$ cat src/core/addr_detect_regs.vh
// Constants for the two-wire slave address detector
`ifndef ADDR_DETECT_REGS_VH
`define ADDR_DETECT_REGS_VH
`define ADDR_WIDTH 10
`define TEN_BIT_PREFIX 5'h1e
`define FIFO_DEPTH 8
`define FIFO_WIDTH 8
`define BITS_PER_BYTE 4'h8
`define ACK_BIT_INDEX 4'h9
`define ST_IDLE 3'h0
`define ST_ADDR1 3'h1
`define ST_ADDR2 3'h2
`define ST_WRITE 3'h3
`define ST_READ 3'h4
`define ST_IGNORE 3'h5
`endif

$ cat src/core/addr_detect.v
// Two-wire bus slave front end: conditions, address match, stretch
// ****************************************************************
// Summary of operation
// - Stop collision as master raises collision pulse
// - Slave active when enabled, never initiates
// - Data bits sampled on clock rising edge
// - Start sets start_seen, Stop sets stop_seen
// - Both flags cleared on reset or disable
// - Ten-bit mode selects one or two bytes
// - Direction 0 receives, 1 transmits
// - Mask ones make address bits don't-care
// - Enforce bit blocks reserved addresses in seven-bit mode
// - Seven-bit compare at eighth falling edge
// - Write address: ack, clear flags, interrupt
// - Read address: ack, set direction, interrupt
// - Read address clears release, holds clock low
// - Release clears on read address regardless of stretch enable; later bytes stretch only if enabled
// - Receive: ack, buffer byte, interrupt; no ack when buffer full
// - Address match raises selection interrupt
// - Ten-bit first byte prefix 11110, write
// - Upper mask bits on first, lower on second
// - Ten-bit bytes acked, second sets matched flag
// - Failed compare ignores bus until Stop or Start
// ****************************************************************
`timescale 1ns/10ps
`default_nettype none
`include "addr_detect_regs.vh"
module addr_detect #(
    parameter FIFO_DEPTH = `FIFO_DEPTH
) (
    // Clock and reset
    input wire sys_clk,
    input wire rst_n,
    // Configuration
    input wire module_enable,
    input wire ten_bit_addr_mode,
    input wire reserved_addr_enforce,
    input wire clock_stretch_enable,
    input wire [9:0] own_address,
    input wire [9:0] address_mask,
    // Software clock release and transmit data
    input wire clock_release_set,
    input wire [7:0] transmit_register,
    // Master stop arbitration check from master logic
    input wire master_stop_active,
    // Bus pins
    input wire serial_clock_line_in,
    output reg serial_clock_line_out,
    output reg serial_clock_line_oe,
    input wire serial_data_line_in,
    output reg serial_data_line_out,
    output reg serial_data_line_oe,
    // Receive buffer drain
    output reg receive_valid,
    input wire receive_ready,
    output reg [7:0] receive_buffer,
    // Status
    output reg start_seen,
    output reg stop_seen,
    output reg data_not_addr,
    output reg read_not_write,
    output reg ten_bit_matched,
    output reg clock_release,
    output reg slave_irq,
    output reg bus_collision_irq,
    output reg receive_full
);
    // ****************************************************************
    // Pin synchronisers and edge detection
    // ****************************************************************
    reg scl_meta_reg, scl_sync_reg, scl_prev_reg;
    reg sda_meta_reg, sda_sync_reg, sda_prev_reg;
    always @(posedge sys_clk) begin
        if (!rst_n) begin
            scl_meta_reg <= 1'b1;
            scl_sync_reg <= 1'b1;
            scl_prev_reg <= 1'b1;
            sda_meta_reg <= 1'b1;
            sda_sync_reg <= 1'b1;
            sda_prev_reg <= 1'b1;
        end else begin
            scl_meta_reg <= serial_clock_line_in;
            scl_sync_reg <= scl_meta_reg;
            scl_prev_reg <= scl_sync_reg;
            sda_meta_reg <= serial_data_line_in;
            sda_sync_reg <= sda_meta_reg;
            sda_prev_reg <= sda_sync_reg;
        end
    end
    wire scl_rise = scl_sync_reg && !scl_prev_reg;
    wire scl_fall = !scl_sync_reg && scl_prev_reg;
    wire start_det = scl_sync_reg && scl_prev_reg && sda_prev_reg && !sda_sync_reg;
    wire stop_det = scl_sync_reg && scl_prev_reg && !sda_prev_reg && sda_sync_reg;

    // ****************************************************************
    // Address compare functions
    // ****************************************************************
    // Masked equality: ones in mask are don't-care
    function masked_eq;
        input [7:0] a;
        input [7:0] b;
        input [7:0] m;
        begin
            masked_eq = &((~(a ^ b)) | m);
        end
    endfunction
    // Reserved seven-bit addresses: 0000xxx and 1111xxx
    function is_reserved7;
        input [6:0] a;
        begin
            is_reserved7 = (a[6:3] == 4'h0) || (a[6:3] == 4'hf);
        end
    endfunction

    // ****************************************************************
    // Slave sequencer
    // ****************************************************************
    reg [2:0] state_reg;
    reg [3:0] bit_cnt_reg;
    reg [7:0] shift_reg;
    reg ack_pending_reg;      // Drive ack during ninth clock
    reg [7:0] tx_shift_reg;
    reg tx_active_reg;
    reg master_ack_reg;
    reg stretch_reg;
    reg fifo_in_valid;
    wire fifo_in_ready;
    wire fifo_out_valid;
    wire [7:0] fifo_out_data;
    wire [7:0] rx_next = {shift_reg[6:0], sda_sync_reg};
    // Compare the byte already shifted in; the line still shows bit 0 at the fall
    wire match7 = masked_eq({1'b0, shift_reg[7:1]}, {1'b0, own_address[6:0]}, {1'b0, address_mask[6:0]})
        && !(reserved_addr_enforce && is_reserved7(shift_reg[7:1]));
    wire match10_hi = (shift_reg[7:3] == `TEN_BIT_PREFIX) && !shift_reg[0]
        && masked_eq({6'h00, shift_reg[2:1]}, {6'h00, own_address[9:8]}, {6'h00, address_mask[9:8]});
    wire match10_lo = masked_eq(shift_reg, own_address[7:0], address_mask[7:0]);

    // Main sequencer; bit count counts rising edges within a byte
    always @(posedge sys_clk) begin
        if (!rst_n || !module_enable) begin
            state_reg <= `ST_IDLE;
            bit_cnt_reg <= 4'h0;
            shift_reg <= 8'h00;
            ack_pending_reg <= 1'b0;
            tx_shift_reg <= 8'h00;
            tx_active_reg <= 1'b0;
            master_ack_reg <= 1'b0;
            stretch_reg <= 1'b0;
            start_seen <= 1'b0;
            stop_seen <= 1'b0;
            data_not_addr <= 1'b0;
            read_not_write <= 1'b0;
            ten_bit_matched <= 1'b0;
            clock_release <= 1'b1;
            slave_irq <= 1'b0;
            fifo_in_valid <= 1'b0;
            receive_full <= 1'b0;
        end else begin
            slave_irq <= 1'b0;
            fifo_in_valid <= 1'b0;
            receive_full <= !fifo_in_ready;
            // Software release ends the stretch after loading data
            if (clock_release_set) begin
                clock_release <= 1'b1;
                if (stretch_reg) begin
                    tx_shift_reg <= transmit_register;
                    tx_active_reg <= 1'b1;
                    stretch_reg <= 1'b0;
                end
            end
            if (start_det) begin
                start_seen <= 1'b1;
                stop_seen <= 1'b0;
                state_reg <= `ST_ADDR1;
                bit_cnt_reg <= 4'h0;
                ack_pending_reg <= 1'b0;
                tx_active_reg <= 1'b0;
                stretch_reg <= 1'b0;
                ten_bit_matched <= 1'b0;
            end else if (stop_det) begin
                stop_seen <= 1'b1;
                start_seen <= 1'b0;
                state_reg <= `ST_IDLE;
                ack_pending_reg <= 1'b0;
                tx_active_reg <= 1'b0;
                stretch_reg <= 1'b0;
            end else if (state_reg != `ST_IDLE && state_reg != `ST_IGNORE) begin
                if (scl_rise) begin
                    if (bit_cnt_reg < `BITS_PER_BYTE) begin
                        shift_reg <= rx_next;
                    end else if (state_reg == `ST_READ) begin
                        master_ack_reg <= sda_sync_reg;
                    end
                    bit_cnt_reg <= bit_cnt_reg + 4'h1;
                end
                if (scl_fall && bit_cnt_reg == `BITS_PER_BYTE) begin
                    // Eighth falling edge: evaluate byte
                    case (state_reg)
                        `ST_ADDR1: begin
                            if (!ten_bit_addr_mode) begin
                                if (match7) begin
                                    ack_pending_reg <= 1'b1;
                                    data_not_addr <= 1'b0;
                                    read_not_write <= shift_reg[0];
                                end else begin
                                    state_reg <= `ST_IGNORE;
                                end
                            end else if (match10_hi) begin
                                ack_pending_reg <= 1'b1;
                                data_not_addr <= 1'b0;
                                read_not_write <= 1'b0;
                            end else begin
                                state_reg <= `ST_IGNORE;
                            end
                        end
                        `ST_ADDR2: begin
                            if (match10_lo) begin
                                ack_pending_reg <= 1'b1;
                            end else begin
                                state_reg <= `ST_IGNORE;
                            end
                        end
                        `ST_WRITE: begin
                            // Full buffer is an overrun: no ack
                            if (fifo_in_ready) begin
                                ack_pending_reg <= 1'b1;
                                fifo_in_valid <= 1'b1;
                                data_not_addr <= 1'b1;
                            end
                        end
                        `ST_READ: begin
                            tx_active_reg <= 1'b0;
                        end
                        default: begin
                            state_reg <= `ST_IGNORE;
                        end
                    endcase
                end
                if (scl_fall && bit_cnt_reg == `ACK_BIT_INDEX) begin
                    // Ninth falling edge: interrupt if the byte was acked, then move on
                    ack_pending_reg <= 1'b0;
                    bit_cnt_reg <= 4'h0;
                    if (ack_pending_reg) begin
                        slave_irq <= 1'b1;
                    end
                    case (state_reg)
                        `ST_ADDR1: begin
                            if (ten_bit_addr_mode) begin
                                state_reg <= `ST_ADDR2;
                            end else if (read_not_write) begin
                                state_reg <= `ST_READ;
                                clock_release <= 1'b0;
                                stretch_reg <= 1'b1;
                            end else begin
                                state_reg <= `ST_WRITE;
                            end
                        end
                        `ST_ADDR2: begin
                            ten_bit_matched <= 1'b1;
                            state_reg <= `ST_WRITE;
                        end
                        `ST_READ: begin
                            // Master ack asks for next byte; stretch again if stretch enable is set
                            if (!master_ack_reg && clock_stretch_enable) begin
                                clock_release <= 1'b0;
                                stretch_reg <= 1'b1;
                            end else if (!master_ack_reg) begin
                                tx_shift_reg <= transmit_register;
                                tx_active_reg <= 1'b1;
                            end else begin
                                state_reg <= `ST_IGNORE;
                            end
                        end
                        default: begin
                            state_reg <= state_reg;
                        end
                    endcase
                end else if (scl_fall && state_reg == `ST_READ && tx_active_reg) begin
                    tx_shift_reg <= {tx_shift_reg[6:0], 1'b1};
                end
            end
        end
    end

    // ****************************************************************
    // Pin drivers and collision detection
    // ****************************************************************
    // Open drain: out is always low, enable pulls the line
    always @(posedge sys_clk) begin
        if (!rst_n || !module_enable) begin
            serial_clock_line_out <= 1'b0;
            serial_clock_line_oe <= 1'b0;
            serial_data_line_out <= 1'b0;
            serial_data_line_oe <= 1'b0;
            bus_collision_irq <= 1'b0;
        end else begin
            serial_clock_line_out <= 1'b0;
            serial_data_line_out <= 1'b0;
            // Release drops the hold in the same cycle as the flag rises
            serial_clock_line_oe <= stretch_reg && !clock_release_set && !scl_sync_reg;
            // Ack and data stand until a falling edge, never change while the clock is high
            serial_data_line_oe <= ack_pending_reg
                || (state_reg == `ST_READ && tx_active_reg && !tx_shift_reg[7]);
            // Stop released high but line held low by another master
            bus_collision_irq <= master_stop_active && scl_sync_reg && sda_prev_reg
                && !sda_sync_reg;
        end
    end

    // ****************************************************************
    // Receive buffer path
    // ****************************************************************
    // Output stage register keeps outputs straight from flops
    wire take = fifo_out_valid && (!receive_valid || receive_ready);
    always @(posedge sys_clk) begin
        if (!rst_n || !module_enable) begin
            receive_valid <= 1'b0;
            receive_buffer <= 8'h00;
        end else if (take) begin
            receive_valid <= 1'b1;
            receive_buffer <= fifo_out_data;
        end else if (receive_ready) begin
            receive_valid <= 1'b0;
        end
    end

    byte_fifo #(
        .WIDTH(`FIFO_WIDTH),
        .DEPTH(FIFO_DEPTH),
        .AW(3)
    ) rx_fifo (
        .sys_clk(sys_clk),
        .rst_n(rst_n),
        .flush(!module_enable),
        .in_valid(fifo_in_valid),
        .in_ready(fifo_in_ready),
        .in_data(shift_reg),
        .out_valid(fifo_out_valid),
        .out_ready(take),
        .out_data(fifo_out_data)
    );
endmodule // addr_detect
`default_nettype wire

$ cat src/core/byte_fifo.v
// Small synchronous FIFO for received bytes
`timescale 1ns/10ps
`default_nettype none
module byte_fifo #(
    parameter WIDTH = 8,
    parameter DEPTH = 8,
    parameter AW = 3
) (
    // Clock and reset
    input wire sys_clk,
    input wire rst_n,
    input wire flush,
    // Fill side
    input wire in_valid,
    output wire in_ready,
    input wire [WIDTH-1:0] in_data,
    // Drain side
    output wire out_valid,
    input wire out_ready,
    output wire [WIDTH-1:0] out_data
);
    reg [WIDTH-1:0] mem_reg [0:DEPTH-1];
    reg [AW:0] wr_ptr_reg;
    reg [AW:0] rd_ptr_reg;
    wire [AW:0] used;
    assign used = wr_ptr_reg - rd_ptr_reg;
    assign in_ready = (used != DEPTH[AW:0]);
    assign out_valid = (used != {(AW+1){1'b0}});
    assign out_data = mem_reg[rd_ptr_reg[AW-1:0]];
    // Pointers advance only on accepted handshakes
    always @(posedge sys_clk) begin
        if (!rst_n || flush) begin
            wr_ptr_reg <= {(AW+1){1'b0}};
            rd_ptr_reg <= {(AW+1){1'b0}};
        end else begin
            if (in_valid && in_ready) begin
                wr_ptr_reg <= wr_ptr_reg + 1'b1;
            end
            if (out_valid && out_ready) begin
                rd_ptr_reg <= rd_ptr_reg + 1'b1;
            end
        end
    end
    // Storage has no reset, contents qualified by pointers
    always @(posedge sys_clk) begin
        if (in_valid && in_ready) begin
            mem_reg[wr_ptr_reg[AW-1:0]] <= in_data;
        end
    end
endmodule // byte_fifo
`default_nettype wire

$ cat config.mk
export PLATFORM = sky130hd
export DESIGN_NAME = addr_detect
export DESIGN_NICKNAME = d
export VERILOG_FILES = /design/src/core/addr_detect.v /design/src/core/byte_fifo.v
export VERILOG_INCLUDE_DIRS = /design/src /design/src/core
export SDC_FILE = /design/constraint.sdc
export NUM_CORES = 1
export LEC_CHECK = 0
export BUFFER_PORTS_ARGS = -buffer_cell sky130_fd_sc_hd__buf_2
export CAP_MARGIN = 25
export CORE_UTILIZATION = 40
export DETAILED_ROUTE_END_ITERATION = 12
export PLACE_DENSITY = 0.56
export SLEW_MARGIN = 25
export SYNTH_ARGS = -nofsm -noshare
export SYNTH_HDL_FRONTEND = slang
export SYNTH_SLANG_ARGS = --single-unit
export TNS_END_PERCENT = 100
$ cat constraint.sdc
create_clock -name sys_clk -period 3.79 [get_ports sys_clk]
set_clock_uncertainty 0.15 [all_clocks]
set_input_delay 0.379 -clock sys_clk [delete_from_list [all_inputs] [get_ports sys_clk]]
set_output_delay 0.379 -clock sys_clk [all_outputs]
set_load 0.05 [all_outputs]
# Yosys cells after proc, flatten, opt, wreduce, memory -nomap -nowiden
# Memories as Yosys holds them, arrays and structs flattened. A register that Yosys moved wholly into a read port is not among the register bits.
# Index checks and enable logic that the tools add are counted.
# totals
register_bits,54
mem_bits_rw,64
inputBits,39
mem_count,1
# memory_table
memory,depth,word_bits,rd,rd_ports_with_merged_regs,wr,line,rtl
rx_fifo.mem_reg,8,8,1,1,1,byte_fifo.v:22,reg [WIDTH-1:0] mem_reg [0:DEPTH-1];
# classes
n_addsub,4
magnitude_cmp,1
n_eq_ne,20
mux,74
n_bitwise,16
reduce_logical,72
# op_table
op,count
8-bit 2-to-1 mux,10
1-bit 2-to-1 mux,46
8-bit AND reduction,4
3-bit 2-to-1 mux,10
1-bit logical AND,27
3-bit one-hot mux with 3 select lines,2
"3-bit inequality test, second input constant",5
7-bit AND reduction,2
1-bit logical NOT,13
"4-bit by 1-bit adder with 4-bit output, second input constant",3
"4-bit equality test, second input constant",3
"4-bit inequality test, second input constant",3
2-bit nonzero test,6
4-bit 2-to-1 mux,2
2-bit inverter with 8-bit output,1
7-bit inverter with 8-bit output,1
8-bit inverter,1
8-bit by 2-bit OR with 8-bit output,1
8-bit by 7-bit OR with 8-bit output,1
8-bit OR,1
4-bit nonzero test,2
8-bit XOR,1
1-bit inverter,7
7-bit XOR,1
25 further kinds,34

# Longest topological paths before layout
# Gate-level depths: netlist of the first run.
# logic_depth
depth_word,16
mapped_depth,10
depth_no_buf,7

# Cells and area by module
# A second synthesis of the first run with hierarchy kept.
# unflattened
hier_cells,508
hier_area_um2,5845.6
# by_module_without_submodules
mod,instances,cells_each,area_per_inst_um2,seq_area_each_um2
byte_fifo,1,187,3159.3,2142.1
addr_detect,1,321,2686.3,1081.0

# Worst setup path before layout of the first run
# Ideal clock, no wire load.
# synth_timing
path_type,register to register
startpoint,register rx_fifo.rd_ptr_reg[1]
endpoint,memory rx_fifo.mem_reg[2][0] (enable)
arrival_time_ns,2.797
required_ns,3.255
setup_slack_ns,0.458
path_stages_with_launch,11
path_buffers,3
period_less_slack_ns,3.332
cell_sequence,dfxtp_1 > clkbuf_1 > buf_2 > inv_1 > ha_1 > and3b_1 > o21ai_0 > a41o_1 > buf_6 > nand2b_1 > nor3b_1
# synth_between
elab_chain_cells,5
# synth_lines
element,line,rtl
start: declaration,byte_fifo.v:24,reg [AW:0] rd_ptr_reg;
start signal: assignment,byte_fifo.v:34,rd_ptr_reg <= {(AW+1){1'b0}};
start signal: assignment,byte_fifo.v:40,rd_ptr_reg <= rd_ptr_reg + 1'b1;
4-bit subtractor,byte_fifo.v:26,assign used = wr_ptr_reg - rd_ptr_reg;
4-bit inequality test,byte_fifo.v:27,assign in_ready = (used != DEPTH[AW:0]);
1-bit logical AND,byte_fifo.v:46,if (in_valid && in_ready) begin
1-bit 2-to-1 mux,byte_fifo.v:46,
1-bit 2-to-1 mux (implied by the code),byte_fifo.v:47,mem_reg[wr_ptr_reg[AW-1:0]] <= in_data;
end: declaration,byte_fifo.v:22,
# No other way between the ends.

# Worst setup path in the final report of the first run
# layout_timing
startpoint,register rx_fifo.rd_ptr_reg[2]
endpoint,memory rx_fifo.mem_reg[6][7] (enable)
# The elaborated chain is that of the path after synthesis.

==> Flow_metrics.wiki, run 1 <==
{| class="wikitable"
! Metric !! Value
|-
| Run status || complete, no violations
|-
| Wire length of the first global-routing pass || 21.0 mm
|-
| Post-synth EDFFs || 64
|-
| Clock tree buffer depth || 2
|-
| Post-route fraction of the period consumed by the critical path || 88.1%
|-
| Fraction of met2 tracks used by global routing || 28.7%
|-
| DRT Pass-1 Iters || 5
|-
| Global route hottest layer || met2
|-
| Worst-case vdd ir drop || 261 uV
|-
| Initial antenna violation count || 0
|-
| Total clock buffers created by CTS || 17
|-
| Post-Synthesis Cells || 514
|-
| Total track usage || 18.5%
|-
| Power density over cell area || 479 nW/um^2
|-
| Yosys warning total || 0
|-
| DRC viols || 0
|-
| Multi-input gate area in the final layout || 2550 sq um
|-
| WL per Instance || 16.4 microns
|-
| Number of flip-flops under the largest register name || 64
|-
| Slew Viols, Final || 0
|-
| Category of the worst setup path capture point || register
|-
| PortBufs || 58
|-
| DPL Wire Length || 9.02 mm
|-
| Setup slack on the worst flop-to-flop path || 450 ps
|-
| Register bit total from synthesis || 126
|-
| Commonest non-fill, non-tap cells in the layout || sky130_fd_sc_hd__edfxtp_1 (64), sky130_fd_sc_hd__dfxtp_1 (62), sky130_fd_sc_hd__buf_2 (58)
|-
| Number of fill cells || 1,320
|-
| Violation count after the first detailed-routing iteration || 310
|-
| Clock tree from TritonCTS || built
|-
| Type of origin of the critical path || register
|-
| Final-layout setup total negative slack || 0 ps
|-
| Pin count of the biggest net entering global routing || 30
|-
| Fraction of final layout cells with drive strength greater than 1 || 24.3%
|-
| Highest attainable clock frequency || 0.300 GHz
|-
| Average size of a mapped cell || 11.5 sq um
|-
| Data required time at the worst endpoint || 3690 ps
|-
| DIE WIDTH || 124 microns
|-
| Portion of the post-synthesis area used by sequential elements || 53.4%
|-
| Initial cell density of the core || 40.9%
|-
| Remaining antenna violation count || 0
|-
| Diode insertion count for antenna repair || 0
|-
| Met3 track demand over resource || 4.03%
|-
| Worst Path Arrival || 3240 ps
|-
| Total congestion overflow || 0
|-
| Final wirelength || 12.7 mm
|-
| Number of hold-slack violations in the final timing report || 0
|-
| Total area of sequential cells || 3160 sq um
|-
| Worst Max-Slew Pin Slew || 754 ps
|-
| Top FF cell, synth || sky130_fd_sc_hd__edfxtp_1
|-
| Met1 track utilization from global routing || 25.0%
|-
| Post-CTS Setup Repair Bufs || 0
|-
| Global placement routability congestion || 0.805
|-
| Most common cell after layout, fill and taps aside || sky130_fd_sc_hd__edfxtp_1
|-
| Die boundary height || 124 microns
|-
| Maximum level of the CTS H-tree || 4
|-
| Count of clock tree sinks || 126
|-
| Number of ports placed on the die boundary || 61
|-
| Routed vias/inst || 5.35
|-
| RSZ-0062 raised after global routing || false
|-
| Number of different library cells in the post-synthesis netlist || 70
|-
| CTS root buf || sky130_fd_sc_hd__clkbuf_16
|-
| Headroom to the max-slew limit || 49.5%
|-
| Core Area || 14,500 sq um
|-
| Clock latency on the worst-skew pair || 420 ps
|-
| Period minus WS final || 3340 ps
|-
| Share of async-settable or async-resettable flops after synthesis || 0%
|-
| Number of cell rows || 44
|-
| Leakage Power || 2.57 nW
|-
| Relative area change from synthesis to final layout || 17.3%
|-
| Count of endpoints failing setup in the final report || 0
|-
| Number of global-route vias before repair || 4,130
|-
| Fin Hold WS || 42.2 ps
|-
| Min-Delay Path Class || primary input to register
|-
| Crit Path Category || register to register
|-
| Reported max-cap violation count || 0
|-
| Total of cells resized after clock tree synthesis || 0
|-
| Vias after detailed routing || 4,133
|-
| Full die area || 15,300 sq um
|-
| Summed instance area of the synthesized netlist || 5920 sq um
|-
| Final #Nets || 622
|-
| Worst-path clk slew || 60 ps
|-
| Maximum fanout along the worst path || 12
|}
==> synthesized netlist by cell type (all sizes together), types with 4 or more instances <==
cell type / count / area [sq um]
mux2: 18 / 203
a21o: 4 / 31.3
dfxtp: 62 / 1240
mux4: 16 / 360
nor4: 5 / 46.3
o22ai: 9 / 56.3
a31oi: 4 / 25.0
ha: 8 / 100
nand3: 9 / 45.0
or3: 5 / 31.3
nor3: 14 / 81.3
xnor2: 20 / 175
and2: 5 / 33.8
edfxtp: 64 / 1920
clkbuf: 13 / 61.3
o21ai: 18 / 90.1
buf: 15 / 98.8
nor2: 42 / 158
a21oi: 25 / 125
nand2b: 13 / 81.3
nand2: 55 / 206
nor3b: 4 / 35.0
inv: 12 / 45.0
mux2i: 21 / 210
==> per-layer routing <==
layer / share of wire, % / wire length (microns)
met1: 48 / 6140
met2: 46 / 5810
met3: 4.0 / 513
met4: 1.9 / 237
met5: 0 / 0
==> area by class of cell <==
cell class / instances / area share (%)
Clock buffer: 17 / 6.13
Clock inverter: 15 / 2.11
Inverter: 13 / 0.703
Multi-Input combinational cell: 348 / 36.7
Sequential cell: 126 / 45.6
Tap cell: 184 / 3.32
Timing Repair Buffer: 69 / 5.44
==> stage by stage <==
step	instances	instance area, sq um	worst slack [ps]	util, %	total power, mW
3_5_place_dp	738	6350	438	43.9	1.80
2_1_floorplan	515	5920	458	-	1.73
4_1_cts	772	6940	434	48.0	3.36
3_3_place_gp	738	6350	600	43.9	1.79
6_report	772	6940	452	48.0	3.33
5_1_grt	772	6940	108	48.0	3.44
==> logic make-up after synthesis <==
group | count (synthesis) | synth area share (%)
compound gates | 83 | 9.24
xor+xnor | 23 | 3.40
simple gates | 177 | 15.6
buf+inv | 41 | 3.53
mux | 55 | 13.1
fa+ha+maj | 8 | 1.69
other cells | 1 | 0.0634
flops | 126 | 53.4
==> path summary, 6_finish.rpt <==
| path | from | endpoint | cells after the start |
|---|---|---|---|
| max | rx_fifo.rd_ptr_reg[2] | rx_fifo.mem_reg[6][7] | 7 |
| min | master_stop_active | bus_collision_irq | 3 |
| max reg2reg | rx_fifo.rd_ptr_reg[2] | rx_fifo.mem_reg[6][7] | 7 |
| min reg2reg | sda_meta_reg | sda_sync_reg | 1 |
==> worst max-delay path, stage by stage, from the launching register on <==
cell and delay, ps:
sky130_fd_sc_hd__dfxtp_1 530, sky130_fd_sc_hd__clkinv_1 320, sky130_fd_sc_hd__ha_1 440, sky130_fd_sc_hd__a21oi_1 270
sky130_fd_sc_hd__nand3_1 130, sky130_fd_sc_hd__a41o_1 360, sky130_fd_sc_hd__nand2b_1 250, sky130_fd_sc_hd__nor2_1 520
==> power breakdown <==
part | total [mW] | switching (mW) | leakage (nW) | internal (mW)
combinational | 0.320 | 0.186 | 1.20 | 0.134
sequential | 1.45 | 0.0105 | 1.11 | 1.43
clock | 1.56 | 0.600 | 0.268 | 0.961
total | 3.33 | 0.797 | 2.57 | 2.53
==> what timing repair did <==
item | in CTS | in global routing
hold buffers | 2 | 0
endpoints found under the hold margin | 2 | 0
setup endpoints to repair | 0 | 0
(Power assumes the default switching activity.)
==> run 2: changes to the inputs <==
BUFFER_PORTS_ARGS = default   (was -buffer_cell sky130_fd_sc_hd__buf_2)
DONT_BUFFER_PORTS = 1   (was default)
PLACE_DENSITY = 0.52   (was 0.56)
==> Flow_metrics.wiki, run 2 (synthesis gave the netlist of run 1 again) <==
{| class="wikitable"
! Metric !! Value
|-
| Vias after detailed routing || 3,958 (-4.2%)
|-
| Number of cells traversed by the worst hold path || 2 (-1)
|-
| Power density over cell area || 496 nW/um^2 (+3.4%)
|-
| Relative area change from synthesis to final layout || 13.3%
|-
| Leakage Power || 2.35 nW (-8.6%)
|-
| Crit path buf inv count || 1 (unchanged)
|-
| Reported max-cap violation count || 0 (unchanged)
|-
| Min-delay src || ten_bit_addr_mode
|-
| Fin Hold WS || 27.5 ps (-14.7 ps)
|-
| Clock tree buffer depth || 2 (unchanged)
|-
| Final Util || 46.3% (-1.6 points)
|-
| Total area of sequential cells || 3160 sq um (unchanged)
|-
| Terminating pin of the worst hold path || read_not_write
|-
| Worst-case vdd ir drop || 283 uV (+8.4%)
|-
| Reg-to-Reg End || rx_fifo.mem_reg[6][6]
|-
| Worst Max-Slew Pin Slew || 680 ps (-73.6 ps)
|-
| Master of the slowest instance on the critical path || sky130_fd_sc_hd__nor2_1
|-
| Count of endpoints failing setup in the final report || 0 (unchanged)
|-
| Biggest cell delay along the critical path || 520 ps (about the same)
|-
| Worst Path Arrival || 3210 ps (-30 ps)
|-
| Total track usage || 18.3% (-0.27 points)
|-
| Largest delay share family, worst path || simple AND/OR/NAND/NOR gates
|-
| Number of fill cells || 1,334 (+1.1%)
|-
| Maximum fanout along the worst path || 12 (unchanged)
|-
| Number of cell rows || 44 (unchanged)
|-
| Clock latency on the worst-skew pair || 410 ps (about the same)
|-
| Commonest non-fill, non-tap cells in the layout || sky130_fd_sc_hd__edfxtp_1 (64), sky130_fd_sc_hd__dfxtp_1 (62), sky130_fd_sc_hd__nand2_1 (55)
|-
| Final #Nets || 568 (-8.7%)
|-
| Period minus WS final || 3320 ps (-22.7 ps)
|-
| Slew Viols, Final || 0 (unchanged)
|-
| Most common cell after layout, fill and taps aside || sky130_fd_sc_hd__edfxtp_1
|-
| Reg-to-Reg Start || rx_fifo.rd_ptr_reg[2]
|-
| Final instance area || 6710 sq um (-3.4%)
|-
| Setup slack on the worst flop-to-flop path || 470 ps (+20 ps)
|-
| PortBufs || 0 (-100%)
|-
| Crit Path Category || register to register
|-
| Number of global-route vias before repair || 3,937 (-4.7%)
|-
| Number of ports placed on the die boundary || 61 (unchanged)
|-
| DIE WIDTH || 124 microns (unchanged)
|-
| Run status || complete, no violations
|-
| Final wirelength || 12.7 mm (about the same)
|-
| Post-route fraction of the period consumed by the critical path || 87.5% (-0.60 points)
|-
| Number of hold-slack violations in the final timing report || 0 (unchanged)
|-
| Initial cell density of the core || 40.9% (unchanged)
|-
| Highest attainable clock frequency || 0.302 GHz (+0.69%)
|-
| Fraction of final layout cells with drive strength greater than 1 || 16.1% (-8.2 points)
|-
| DPL Wire Length || 8.97 mm (-0.58%)
|-
| Number of flip-flops under the largest register name || 64 (unchanged)
|-
| WL per Instance || 17.7 microns (+7.6%)
|-
| Post-CTS Setup Repair Bufs || 0 (unchanged)
|-
| Global placement routability congestion || 0.801 (-0.47%)
|-
| Routed vias/inst || 5.51 (+3.0%)
|-
| Final-layout setup total negative slack || 0 ps (unchanged)
|-
| Worst Reg-to-Reg Cells || 7 (unchanged)
|-
| Placement Cell Area || 6060 sq um (-4.6%)
|-
| Headroom to the max-slew limit || 54.2% (+4.6 points)
|-
| Worst-path cell chain || clkinv_1 > ha_1 > a21oi_1 > nand3_1 > a41o_1 > nand2b_1 > nor2_1
|-
| Data required time at the worst endpoint || 3690 ps (about the same)
|-
| Min-Delay Path Class || primary input to register
|-
| Count of clock tree sinks || 126 (unchanged)
|-
| Core Area || 14,500 sq um (unchanged)
|-
| Wire length of the first global-routing pass || 20.4 mm (-2.9%)
|-
| Diode insertion count for antenna repair || 0 (unchanged)
|-
| Total of cells resized after clock tree synthesis || 0 (unchanged)
|-
| Total clock buffers created by CTS || 17 (unchanged)
|-
| Total congestion overflow || 0 (unchanged)
|-
| Initial antenna violation count || 0 (unchanged)
|-
| RSZ-0062 raised after global routing || false
|-
| Full die area || 15,300 sq um (unchanged)
|-
| Clock tree from TritonCTS || built
|-
| CTS root buf || sky130_fd_sc_hd__clkbuf_16
|-
| Violation count after the first detailed-routing iteration || 263 (-15%)
|-
| Type of origin of the critical path || register
|-
| DRT Pass-1 Iters || 5 (unchanged)
|-
| Remaining antenna violation count || 0 (unchanged)
|-
| Pin count of the biggest net entering global routing || 30 (unchanged)
|-
| Die boundary height || 124 microns (unchanged)
|-
| Category of the worst setup path capture point || register
|-
| DRC viols || 0 (unchanged)
|-
| Maximum level of the CTS H-tree || 4 (unchanged)
|-
| Worst-path clk slew || 50 ps (about the same)
|-
| Multi-input gate area in the final layout || 2550 sq um (unchanged)
|}
[run 2: changes by cell type in the layout (fill, tap and decap cells not counted), moves of 3 or more]
cell / delta
sky130_fd_sc_hd__buf_2: -58
sky130_fd_sc_hd__clkbuf_8: +3
sky130_fd_sc_hd__clkinv_1: -3
sky130_fd_sc_hd__clkinvlp_4: -3
sky130_fd_sc_hd__dlygate4sd3_1: +4
[run 2: metal layers]
| metal | vias up | share of wire [%] | global-route usage, % | routed length, microns |
|---|---|---|---|---|
| met1 | 1931 | 48 | 25.0 | 6140 |
| li1 | 1902 | - | - | - |
| met5 | - | 0 | 0 | 0 |
| met4 | 0 | 1.3 | 6.85 | 170 |
| met2 | 110 | 44 | 27.4 | 5640 |
| met3 | 15 | 6.0 | 5.17 | 758 |
[run 2: where the power goes]
part | leakage [nW] | internal, mW | switching [mW] | total [mW]
Clock | 0.290 | 1.02 | 0.572 | 1.59
Combinational | 0.953 | 0.116 | 0.135 | 0.251
Sequential | 1.11 | 1.44 | 0.0498 | 1.49
[run 2: timing repair]
item                                   CTS  global route
setup endpoints to repair                0             0
hold buffers                             6             0
endpoints found under the hold margin   10             0
[run 2: through the flow]
stage               setup slack [ps]  cells  power (mW)
finish                           474    718        3.32
global route                     124    718        3.45
CTS                              422    718        3.37
detailed placement               429    680        1.76
global placement                 597    680        1.76
floorplan                        458    515        1.73
[run 2: how the worst max path moves through the flow]
stage | from | to | slack [ps] | depth (start not counted)
finish | rx_fifo.rd_ptr_reg[2] | rx_fifo.mem_reg[6][6] | 470 | 7
detailed placement | rx_fifo.rd_ptr_reg[2] | rx_fifo.mem_reg[6][6] | 430 | 7
CTS | rx_fifo.rd_ptr_reg[2] | rx_fifo.mem_reg[6][5] | 420 | 7
floorplan | rx_fifo.rd_ptr_reg[1] | rx_fifo.mem_reg[2][0] | 460 | 10
global route | rx_fifo.rd_ptr_reg[2] | rx_fifo.mem_reg[6][7] | 120 | 7
global placement | rx_fifo.rd_ptr_reg[2] | rx_fifo.mem_reg[6][5] | 600 | 7
[run 2: area by class of cell]
class,count,area share (%)
sequential,126,47.1
clock buffer,22,7.07
inverter,13,0.727
clock inverter,10,1.70
multi-input combinational,348,38.0
tap,184,3.43
timing repair buffer,15,1.90
==> run 3: changes to the inputs <==
PLACE_DENSITY = 0.66   (was 0.52)
==> Flow_metrics.wiki, run 3 (synthesis gave the netlist of run 1 again) <==
{| class="wikitable"
! Metric !! Value
|-
| Worst Max-Slew Pin Slew || 944 ps (+263 ps)
|-
| Worst Reg-to-Reg Cells || 7 (unchanged)
|-
| Global placement routability congestion || 0.858 (+7.1%)
|-
| Combinational share of power || 7.6% (about the same)
|-
| Number of hold-slack violations in the final timing report || 0 (unchanged)
|-
| Wire length of the first global-routing pass || 20.4 mm (-0.17%)
|-
| Reported max-cap violation count || 0 (unchanged)
|-
| Final #Nets || 570 (+0.35%)
|-
| Switching fraction of total power || 23.5% (+0.74 points)
|-
| Category of the worst setup path capture point || register
|-
| Min-Delay Path Class || primary input to register
|-
| Total clock buffers created by CTS || 17 (unchanged)
|-
| DP Worst Slack || 346 ps (-83.3 ps)
|-
| Internal power of the cells || 2.52 mW (-2.0%)
|-
| Biggest cell delay along the critical path || 600 ps (+80 ps)
|-
| Total congestion overflow || 0 (unchanged)
|-
| Highest attainable clock frequency || 0.289 GHz (-4.3%)
|-
| DPL Wire Length || 8.97 mm (about the same)
|-
| Count of clock tree sinks || 126 (unchanged)
|-
| Net Switching || 773 uW (+2.1%)
|-
| Pin count of the biggest net entering global routing || 27 (-10%)
|-
| Number of fill cells || 1,307 (-2.0%)
|-
| Data required time at the worst endpoint || 3680 ps (about the same)
|-
| Worst-path cell chain || clkinv_1 > ha_1 > a21oi_1 > nand3_1 > a41o_1 > nand2b_1 > nor2_1
|-
| Fraction of final layout cells with drive strength greater than 1 || 16.6% (+0.50 points)
|-
| Final critical-path setup slack || 325 ps (-150 ps)
|-
| Worst Path Arrival || 3360 ps (+150 ps)
|-
| DRT Pass-1 Iters || 5 (unchanged)
|-
| Crit path depth || 7 (unchanged)
|-
| Largest delay share family, worst path || simple AND/OR/NAND/NOR gates
|-
| Power density over cell area || 490 nW/um^2 (-1.1%)
|-
| Period minus WS final || 3470 ps (+150 ps)
|-
| Die boundary height || 124 microns (unchanged)
|-
| Non-filler cells in the finished layout || 720 (+0.28%)
|-
| Leakage Power || 2.35 nW (about the same)
|-
| DRC viols || 0 (unchanged)
|-
| Total placed cells including tap cells || 682 (+0.29%)
|-
| PortBufs || 0 (unchanged)
|-
| Relative contribution of sequential cells to total power || 45.2% (+0.5 points)
|-
| Total track usage || 18.0% (-0.26 points)
|-
| Setup slack on the worst flop-to-flop path || 320 ps (-150 ps)
|-
| Number of global-route vias before repair || 3,888 (-1.2%)
|-
| Number of cells traversed by the worst hold path || 2 (unchanged)
|-
| Number of flip-flops under the largest register name || 64 (unchanged)
|-
| Clock latency on the worst-skew pair || 420 ps (about the same)
|-
| Power share of the clock group || 47.2% (-0.6 points)
|-
| Crit Path Category || register to register
|-
| Initial cell density of the core || 40.9% (unchanged)
|-
| Number of cell rows || 44 (unchanged)
|-
| WL per Instance || 17.7 microns (-0.23%)
|-
| Full die area || 15,300 sq um (unchanged)
|-
| Violation count after the first detailed-routing iteration || 238 (-9.5%)
|-
| Final instance area || 6710 sq um (unchanged)
|-
| Post-route fraction of the period consumed by the critical path || 91.4% (+3.9 points)
|-
| Number of ports placed on the die boundary || 61 (unchanged)
|-
| Headroom to the max-slew limit || 36.9% (-17 points)
|-
| Placement Cell Area || 6080 sq um (+0.25%)
|-
| Commonest non-fill, non-tap cells in the layout || sky130_fd_sc_hd__edfxtp_1 (64), sky130_fd_sc_hd__dfxtp_1 (62), sky130_fd_sc_hd__nand2_1 (55)
|-
| Most common cell after layout, fill and taps aside || sky130_fd_sc_hd__edfxtp_1
|-
| Maximum level of the CTS H-tree || 4 (unchanged)
|-
| Worst-case vdd ir drop || 372 uV (+31%)
|-
| Maximum fanout along the worst path || 12 (unchanged)
|-
| Clock tree buffer depth || 2 (unchanged)
|-
| Count of endpoints failing setup in the final report || 0 (unchanged)
|-
| Diode insertion count for antenna repair || 0 (unchanged)
|-
| Initial antenna violation count || 0 (unchanged)
|-
| Core Area || 14,500 sq um (unchanged)
|-
| Final-layout setup total negative slack || 0 ps (unchanged)
|-
| Crit path buf inv count || 1 (unchanged)
|-
| Vias after detailed routing || 4,020 (+1.6%)
|-
| Worst-path clk slew || 60 ps (about the same)
|-
| Routed vias/inst || 5.58 (+1.3%)
|-
| Remaining antenna violation count || 0 (unchanged)
|-
| Final wirelength || 12.7 mm (about the same)
|-
| Type of origin of the critical path || register
|-
| Clock tree from TritonCTS || built
|-
| Master of the slowest instance on the critical path || sky130_fd_sc_hd__nor2_1
|-
| RSZ-0062 raised after global routing || false
|-
| Post-layout power || 3.29 mW (-1.1%)
|-
| Relative area change from synthesis to final layout || 13.3% (unchanged)
|-
| DIE WIDTH || 124 microns (unchanged)
|-
| CTS root buf || sky130_fd_sc_hd__clkbuf_16
|-
| Run status || complete, no violations
|-
| Slew Viols, Final || 0 (unchanged)
|}
[run 3: changes by cell type in the layout (fill, tap and decap cells not counted), sizes merged]
cell,change
clkbuf,-4
clkinvlp,+1
inv,+1
buf,+2
clkinv,+2
[run 3: final cells by class]
class | count | area (sq um) | area share (%)
flip-flops and latches | 126 | 3160 | 47.1
well taps | 184 | 230 | 3.43
multi-input cells | 348 | 2550 | 38.0
clock inverters | 14 | 144 | 2.14
repair buffers | 17 | 143 | 2.13
inverters | 13 | 48.8 | 0.727
clock buffers | 18 | 429 | 6.40
[run 3: timing repair]
action | CTS | global route
buffers inserted | 0 | 0
endpoints found under the hold margin | 9 | 0
resized for setup | 0 | 0
hold buffers | 6 | 0
[run 3: final timing paths]
kind                                            start                    end
worst max register to register  rx_fifo.rd_ptr_reg[2]  rx_fifo.mem_reg[6][5]
worst max-delay path            rx_fifo.rd_ptr_reg[2]  rx_fifo.mem_reg[6][5]
worst min-delay path             transmit_register[1]        tx_shift_reg[1]
worst min register to register           sda_meta_reg           sda_sync_reg
[run 3: per-stage QoR]
| stage | utilization [%] | hold slack [ps] |
|---|---|---|
| 4_1_cts | 46.3 | 9.24 |
| 3_5_place_dp | 42.0 | 243 |
| 3_3_place_gp | 42.0 | 242 |
| 5_1_grt | 46.3 | 28.9 |
| 6_report | 46.3 | 26.7 |
| 2_1_floorplan | - | 236 |
[run 3: power groups by stage]
stage | Combinational, mW | Sequential [mW] | Clock [mW]
floorplan | 0.218 | 1.51 | 0
global placement | 0.241 | 1.52 | 0
detailed placement | 0.248 | 1.52 | 0
CTS | 0.255 | 1.49 | 1.59
global route | 0.277 | 1.49 | 1.65
finish | 0.250 | 1.49 | 1.55
[run 3: routing by layer]
layer	track usage [%]	wire (microns)	up-vias
met5	0	0	-
met2	28.5	6220	117
met1	23.2	5630	1979
met4	6.40	103	0
met3	5.72	758	7
li1	-	-	1917
[run 3: worst register-to-register path, cell delays in order, from the launching register on]
cell                       delay [ps]
sky130_fd_sc_hd__dfxtp_1          530
sky130_fd_sc_hd__clkinv_1         320
sky130_fd_sc_hd__ha_1             440
sky130_fd_sc_hd__a21oi_1          300
sky130_fd_sc_hd__nand3_1          150
sky130_fd_sc_hd__a41o_1           370
sky130_fd_sc_hd__nand2b_1         250
sky130_fd_sc_hd__nor2_1           600
